<file path="config.mk">
export PLATFORM = sky130hd
export DESIGN_NAME = sbg_device_flat
export DESIGN_NICKNAME = d
export VERILOG_FILES = /design/src/include/sbg_pkg.sv /design/src/include/sbg_if.sv /design/src/rtl/sbg_device.sv /design/src/flat_wrapper.sv
export SDC_FILE = /design/constraint.sdc
export NUM_CORES = 1
export LEC_CHECK = 0
export BUFFER_PORTS_ARGS = -buffer_cell sky130_fd_sc_hd__buf_4
export CORE_MARGIN = 10
export CORE_UTILIZATION = 51
export CTS_CLUSTER_SIZE = 12
export DETAILED_ROUTE_END_ITERATION = 10
export GPL_ROUTABILITY_DRIVEN = 0
export PLACE_DENSITY = 0.83
export SYNTH_ARGS = -nofsm -noshare
export SYNTH_HDL_FRONTEND = slang
export SYNTH_SLANG_ARGS = --single-unit
</file>
<file path="constraint.sdc">
create_clock -name mclk -period 1.7 [get_ports mclk]
set_input_delay 0.17 -clock mclk [delete_from_list [all_inputs] [get_ports mclk]]
set_output_delay 0.17 -clock mclk [all_outputs]
set_load 0.01 [all_outputs]
</file>
<file path="src/include/sbg_pkg.sv">
/*
 Shared constants for the servo burst gate control block: power-up
 timing, gate cycle count and width, and the two state enumerations.
 Assumes a single 200 MHz clock (mclk) on both ends.
*/
// Functional notes
// - Carrier toggles on every burst zero crossing
// - Carrier undefined when burst amplitude low
// - Gate asserted enables area measurement
// - Gate resynchronised on carrier rising edges
// - Controller holds gate fixed burst cycles
// - Reset clears gate flop, enables reset amp
// - Controller resets detector before each integration
// - Gain loop enable drives gain amplifier
// - Gain loop enabled after gain integration
// - Low power request biases down circuits
// - Reference stays normal in both modes
// - Low power: outputs undefined, inputs float high
// - Controller may power down between sectors
// - Comparator decision shown on test output
// - Controller waits 5.0 us after wake
// - Integration spans equal whole burst cycles
package sbg_pkg;
    localparam int CLK_PERIOD_PS     = 5000;    // 200 MHz mclk
    localparam int WAKE_TIME_NS      = 5000;    // 5.0 us ready time
    localparam int WAKE_CYCLES       =
        (WAKE_TIME_NS * 1000 + CLK_PERIOD_PS - 1) / CLK_PERIOD_PS;
    localparam int WAKE_CNT_W        = 12;
    localparam int GATE_CYCLES_DEF   = 8;       // burst cycles per gate
    localparam int GATE_CNT_W        = 8;
    localparam logic       RST_LOW   = 1'b0;
    typedef enum logic [1:0] {
        SBG_ST_OFF,
        SBG_ST_WAKE,
        SBG_ST_READY
    } sbg_pwr_e;
    typedef enum logic [2:0] {
        SBG_C_IDLE,
        SBG_C_RESET,
        SBG_C_ALIGN,
        SBG_C_GATE,
        SBG_C_AGC,
        SBG_C_SLEEP
    } sbg_ctl_e;
endpackage

</file>
<file path="src/include/sbg_if.sv">
/*
 Link between the servo burst gate device and its controller.
 Assumes both ends share mclk; digital stand-ins for analog pins.
*/
`timescale 1ns/1ps
interface sbg_if (
    input wire logic mclk               // Shared clock
);
    logic zero_cross_carrier;           // Carrier from comparator
    logic gate;                         // Gate request
    logic reset;                        // Detector reset
    logic gain_loop_enable;             // Gain loop enable
    logic low_power_request;            // Low power mode request
    logic adc_comparator_test_out;      // Converter comparator test
    logic ready;                        // Device biased and ready

    modport device (
        input  gate, reset, gain_loop_enable, low_power_request,
        output zero_cross_carrier, adc_comparator_test_out, ready
    );
    modport ctrl (
        output gate, reset, gain_loop_enable, low_power_request,
        input  zero_cross_carrier, adc_comparator_test_out, ready
    );
endinterface

</file>
<file path="src/rtl/sbg_device.sv">
/*
 Digital model of the servo burst area detector control: carrier
 toggle, carrier-timed gate resynchronisation, reset and gain loop
 enables, and power-down sequencing.
 Assumes burst zero crossings arrive as a sampled pulse input and
 all link inputs are synchronous to mclk.
*/
`timescale 1ns/1ps
module sbg_device
    import sbg_pkg::*;
(
    input  wire logic mclk,             // System clock
    input  wire logic sys_rst,          // Sync reset, high
    sbg_if.device     lnk,              // Link to controller
    input  wire logic burst_zero_cross, // Burst zero-crossing pulse
    input  wire logic burst_amp_ok,     // Burst amplitude adequate
    input  wire logic adc_cmp_decision, // Converter comparator bit
    output logic      detector_gate,    // Integrator pump enable
    output logic      reset_amp_en,     // Reset amplifier enable
    output logic      gain_amp_en,      // Gain amplifier enable
    output logic      bias_on,          // Bias for non-reference
    output logic      ref_on            // Bandgap reference enable
);
    logic      zero_cross_carrier_r, zero_cross_carrier_nxt;
    logic      gsync_r, gsync_nxt;
    logic      rst_r, rst_nxt;
    logic      agc_r, agc_nxt;
    logic      bias_r, bias_nxt;
    logic      cmp_r, cmp_nxt;
    logic      rdy_r, rdy_nxt;
    sbg_pwr_e  pwr_r, pwr_nxt;
    logic [WAKE_CNT_W-1:0] wcnt_r, wcnt_nxt;
    logic      zero_cross_carrier_rise;

    // Rising carrier edge, one per burst cycle while bias_r and burst_amp_ok are high
    assign zero_cross_carrier_rise = burst_zero_cross && !zero_cross_carrier_r && bias_r;

    // Carrier, gate flop and enables
    always_comb begin
        zero_cross_carrier_nxt = zero_cross_carrier_r;
        if (burst_zero_cross && bias_r) begin
            zero_cross_carrier_nxt = !zero_cross_carrier_r;
        end
        // Low amplitude: carrier held, edges not trusted
        if (!burst_amp_ok) begin
            zero_cross_carrier_nxt = zero_cross_carrier_r;
        end
        gsync_nxt = gsync_r;
        if (zero_cross_carrier_rise && burst_amp_ok) begin
            gsync_nxt = lnk.gate;
        end
        // Reset overrides the carrier-timed capture
        if (lnk.reset) begin
            gsync_nxt = 1'b0;
        end
        rst_nxt  = lnk.reset && bias_r;
        agc_nxt  = lnk.gain_loop_enable && bias_r;
        cmp_nxt  = adc_cmp_decision && bias_r;
    end

    // Power mode sequencing
    always_comb begin
        pwr_nxt  = pwr_r;
        wcnt_nxt = wcnt_r;
        case (pwr_r)
            SBG_ST_OFF: begin
                wcnt_nxt = '0;
                if (!lnk.low_power_request) begin
                    pwr_nxt = SBG_ST_WAKE;
                end
            end
            SBG_ST_WAKE: begin
                wcnt_nxt = wcnt_r + 1'b1;
                if (lnk.low_power_request) begin
                    pwr_nxt = SBG_ST_OFF;
                end else if (wcnt_r == WAKE_CNT_W'(WAKE_CYCLES - 1)) begin
                    pwr_nxt = SBG_ST_READY;
                end
            end
            SBG_ST_READY: begin
                if (lnk.low_power_request) begin
                    pwr_nxt = SBG_ST_OFF;
                end
            end
            default: pwr_nxt = SBG_ST_OFF;
        endcase
        // Bias drops at once; reference never does
        bias_nxt = !lnk.low_power_request;
        rdy_nxt  = (pwr_nxt == SBG_ST_READY);
    end

    // Registers; synchronous reset keeps one clock domain
    always_ff @(posedge mclk) begin
        if (sys_rst) begin
            zero_cross_carrier_r  <= RST_LOW;
            gsync_r <= RST_LOW;
            rst_r   <= RST_LOW;
            agc_r   <= RST_LOW;
            bias_r  <= RST_LOW;
            cmp_r   <= RST_LOW;
            rdy_r   <= RST_LOW;
            pwr_r   <= SBG_ST_OFF;
            wcnt_r  <= '0;
        end else begin
            zero_cross_carrier_r  <= zero_cross_carrier_nxt;
            gsync_r <= gsync_nxt;
            rst_r   <= rst_nxt;
            agc_r   <= agc_nxt;
            bias_r  <= bias_nxt;
            cmp_r   <= cmp_nxt;
            rdy_r   <= rdy_nxt;
            pwr_r   <= pwr_nxt;
            wcnt_r  <= wcnt_nxt;
        end
    end

    // Outputs; while biased down the carrier and gate flop hold, ref_on stays high, the rest are low
    assign lnk.zero_cross_carrier      = zero_cross_carrier_r;
    assign lnk.adc_comparator_test_out = cmp_r;
    assign lnk.ready                   = rdy_r;
    assign detector_gate = gsync_r;
    assign reset_amp_en  = rst_r;
    assign gain_amp_en   = agc_r;
    assign bias_on       = bias_r;
    // Reference enable tracks only system reset
    always_ff @(posedge mclk) begin
        ref_on <= !sys_rst;
    end
endmodule

</file>
<file path="src/flat_wrapper.sv">
// flat-port wrapper written by rule: the top's interface ports become plain ports
module sbg_device_flat import sbg_pkg::*;
  (mclk, sys_rst, burst_zero_cross, burst_amp_ok, adc_cmp_decision, detector_gate, reset_amp_en, gain_amp_en, bias_on, ref_on, lnk_gate, lnk_reset, lnk_gain_loop_enable, lnk_low_power_request, lnk_zero_cross_carrier, lnk_adc_comparator_test_out, lnk_ready);
  sbg_if lnk_i (.mclk(mclk));
  input  wire logic mclk;
  input  wire logic sys_rst;
  input  wire logic burst_zero_cross;
  input  wire logic burst_amp_ok;
  input  wire logic adc_cmp_decision;
  output logic detector_gate;
  output logic reset_amp_en;
  output logic gain_amp_en;
  output logic bias_on;
  output logic ref_on;
  input wire logic [$bits(lnk_i.gate)-1:0] lnk_gate;
  input wire logic [$bits(lnk_i.reset)-1:0] lnk_reset;
  input wire logic [$bits(lnk_i.gain_loop_enable)-1:0] lnk_gain_loop_enable;
  input wire logic [$bits(lnk_i.low_power_request)-1:0] lnk_low_power_request;
  output wire logic [$bits(lnk_i.zero_cross_carrier)-1:0] lnk_zero_cross_carrier;
  output wire logic [$bits(lnk_i.adc_comparator_test_out)-1:0] lnk_adc_comparator_test_out;
  output wire logic [$bits(lnk_i.ready)-1:0] lnk_ready;
  assign lnk_i.gate = lnk_gate;
  assign lnk_i.reset = lnk_reset;
  assign lnk_i.gain_loop_enable = lnk_gain_loop_enable;
  assign lnk_i.low_power_request = lnk_low_power_request;
  assign lnk_zero_cross_carrier = lnk_i.zero_cross_carrier;
  assign lnk_adc_comparator_test_out = lnk_i.adc_comparator_test_out;
  assign lnk_ready = lnk_i.ready;
  sbg_device u_core (.mclk(mclk), .sys_rst(sys_rst), .lnk(lnk_i), .burst_zero_cross(burst_zero_cross), .burst_amp_ok(burst_amp_ok), .adc_cmp_decision(adc_cmp_decision), .detector_gate(detector_gate), .reset_amp_en(reset_amp_en), .gain_amp_en(gain_amp_en), .bias_on(bias_on), .ref_on(ref_on));
endmodule
</file>
==> metrics.yaml <==
outcome: "finished, final reports clean"
overflow: 0
grt_pass1_wl_um: 3100
cts_tree: "yes"
dpl_worst_slack_ns: 0.252
power_frac_clock: 0.408
fin_setup_tns_ns: 0
p_sw_uw: 189
cts_root_buf: "clkbuf_4"
crit_buf_inv: 0
vdd_drop_max_mv: 0.607
antenna_left: 0
die_x_um: 62.5
finalSetupViolations: 0
final_hold_viol_count: 0
syn_inst: 97
layout_common_cells: "dfxtp_1 (22), buf_4 (17), a21oi_1 (9)"
worst-r2r-setup-slack_ns: 0.21
syn2layout_area_growth_pct: 22.0
max_freq_mhz: 672
worst-setup-path-type: "reg2reg"
wl_per_cell_um: 13.5
critPathLaunch: "u_core.wcnt_r[2]"
wl_met3_um: 30
fillers: 150
critPathTopFamily: "simple AND/OR/NAND/NOR gates"
row_count: 15
cp-start-kind: "register"
ioPinCount: 17
syn-num-nets: 107
post_cts_buffers: 0
timing.rr.end: "u_core.wcnt_r[7]"
grt_max_degree: 14
rsz0062_at_grt: "no"
swShare: 0.193
crit_path_max_incr_delay_ns: 0.54
drc: 0
cts_htree_levels: 1
drt-met1-wl_um: 837
cts_max_path_buffers: 2
hold_class: "in2reg"
min_period_ns: 1.49
synth_area_um2: 921
fin_skew_ns: 0.00274
syn_avg_cell_area_um2: 9.49
power.internal_uw: 790
finalMaxSlewViolations: 0
cts_num_sinks: 22
drt_iter0_markers: 25
critPathSlowestCell: "or4_1"
wirelength_um: 1900
synthTopCellsByArea: "dfxtp_1 (48%), a21oi_1 (4.9%), mux2i_1 (3.3%)"
yosysTopAreaCell: "dfxtp_1"
die_y_um: 62.5
cts-resized-gates: 0
fin_crit_sh: 0.876
wl_met2_um: 996
power.total_uw: 978
setup_ws_ns: 0.212
reg2reg_from: "u_core.wcnt_r[2]"
path_depth: 3
max-cap-violations: 0
grt_pass1_vias: 678
cts.clk_slew.worst_paths_ns: 0.12
synth_top_area_frac: 0.478
cp_cell_sequence: "nand4b_2, or4_1, a21oi_1"
required_ns: 1.94
pwr_density_cell_nw_per_um2: 871
yosys_register_bits: 22
seq_area_frac_synth: 0.478
drt-vias-per-instance: 5.45
first_pass_iters: 4
crit_fanout: 12
start_util: 0.533
fin_area_um2: 1120
worst_slew_pin_slew_ns: 0.597
crit_arrival_ns: 1.73
grt_use_total: 0.0950
clk_latency_ns: 0.31
worstSetupEndpointType: "register"
core-area_um2: 1730
crit_path_end: "u_core.wcnt_r[7]"
highest_layer: "met4"
seq_power_share: 0.541
hpwl_um: 1410
antenna_found_initial: 0
nets: 127
synth.distinct_cells: 29
slew_headroom: 0.599
yosys_warnings: 0
p_comb_frac: 0.050
final_common_cell: "dfxtp_1"
holdPathStages: 2
dieArea_um2: 3910
placed_area_um2: 1060
num_antenna_cells: 0
vias: 769
p_leak_uw: 0.000438
cts_buffers: 3
hold_buffers: 0
ff2ff_path_depth: 3
drive_gt1_frac: 0.216
portBuffers: 16
[worst reg2reg max path, delay by kind of cell (launching register included)]
kind	cells	cell delay [ns]
AOI/OAI and AO/OA	1	0.16
DFF	1	0.45
and+or+nand+nor	2	0.82
[routing by layer]
metal / vias to the layer above / global-route usage
met5: - / 0
met4: 0 / 0.0419
met3: 4 / 0.0161
met2: 12 / 0.160
met1: 364 / 0.115
li1: 389 / -
[kinds of logic after synthesis]
kind of cell / Yosys count / share of synthesized area
xor gates and xnor gates: 2 / 0.0190
adders and majority gates: 1 / 0.0136
and+or+nand+nor: 41 / 0.279
DFF: 22 / 0.478
muxes: 3 / 0.0326
AOI/OAI and AO/OA: 20 / 0.137
buffers and inverters: 8 / 0.0408
[flip-flops by register name, indices dropped and copies added (netlist names)]
signal                              flops
u_core.lnk.adc_comparator_test_out      1
u_core.detector_gate                    1
u_core.gain_amp_en                      1
u_core.bias_on                          1
u_core.wcnt_r                          12
u_core.ref_on                           1
u_core.lnk.zero_cross_carrier           1
u_core.reset_amp_en                     1
u_core.lnk.ready                        1
u_core.pwr_r                            2
[worst min-delay path by stage]
stage | to | startpoint
3_3_place_gp | u_core.detector_gate | lnk_reset
4_1_cts | u_core.detector_gate | lnk_reset
6_report | u_core.bias_on | lnk_low_power_request
2_1_floorplan | u_core.detector_gate | lnk_reset
5_1_grt | u_core.bias_on | lnk_low_power_request
3_5_place_dp | u_core.detector_gate | lnk_reset
[cell type report]
| class | count | area [µm²] | area share |
|---|---|---|---|
| clock inverters | 1 | 30.0 | 0.0267 |
| multi-input cells | 67 | 443 | 0.394 |
| inverters | 5 | 18.8 | 0.0167 |
| flip-flops and latches | 22 | 440 | 0.392 |
| well taps | 25 | 31.3 | 0.0278 |
| clock buffers | 3 | 22.5 | 0.0200 |
| repair buffers | 18 | 138 | 0.122 |
[synthesized netlist by cell type]
library cell   n
o21ba_2        1
nand4b_2       1
nor3_1         2
o32ai_1        1
o31ai_1        4
nand4b_1       3
nand4_2        1
nand3b_1       1
clkbuf_1       2
or4_1          4
nand2b_1       2
o21ai_1        1
dfxtp_1       22
nor4_1         2
xor2_1         2
nand2_1        7
a22o_1         2
mux2i_1        3
ha_1           1
or3_1          3
inv_1          5
nor2_1         4
a21oi_1        9
and2_1         3
nand3_1        4
buf_6          1
o21ai_0        2
nor2b_1        3
nor4_2         1
[stage by stage]
step | instances | hold WS [ns] | util
after detailed placement | 136 | 0.344 | 0.614
after global placement | 136 | 0.342 | 0.614
after floorplan | 97 | 0.247 | -
final | 141 | 0.0321 | 0.651
after CTS | 140 | 0.00440 | 0.645
after global routing | 141 | 0.0274 | 0.651
[power by group through the flow]
stage | clock (µW) | combinational (µW) | sequential, µW
floorplan | 0 | 18.4 | 543
global placement | 0 | 46.7 | 541
detailed placement | 0 | 47.9 | 541
CTS | 402 | 48.0 | 530
finish | 399 | 49.2 | 530
global route | 427 | 54.3 | 531
No activity file was read; power rests on OpenSTA's default activity.
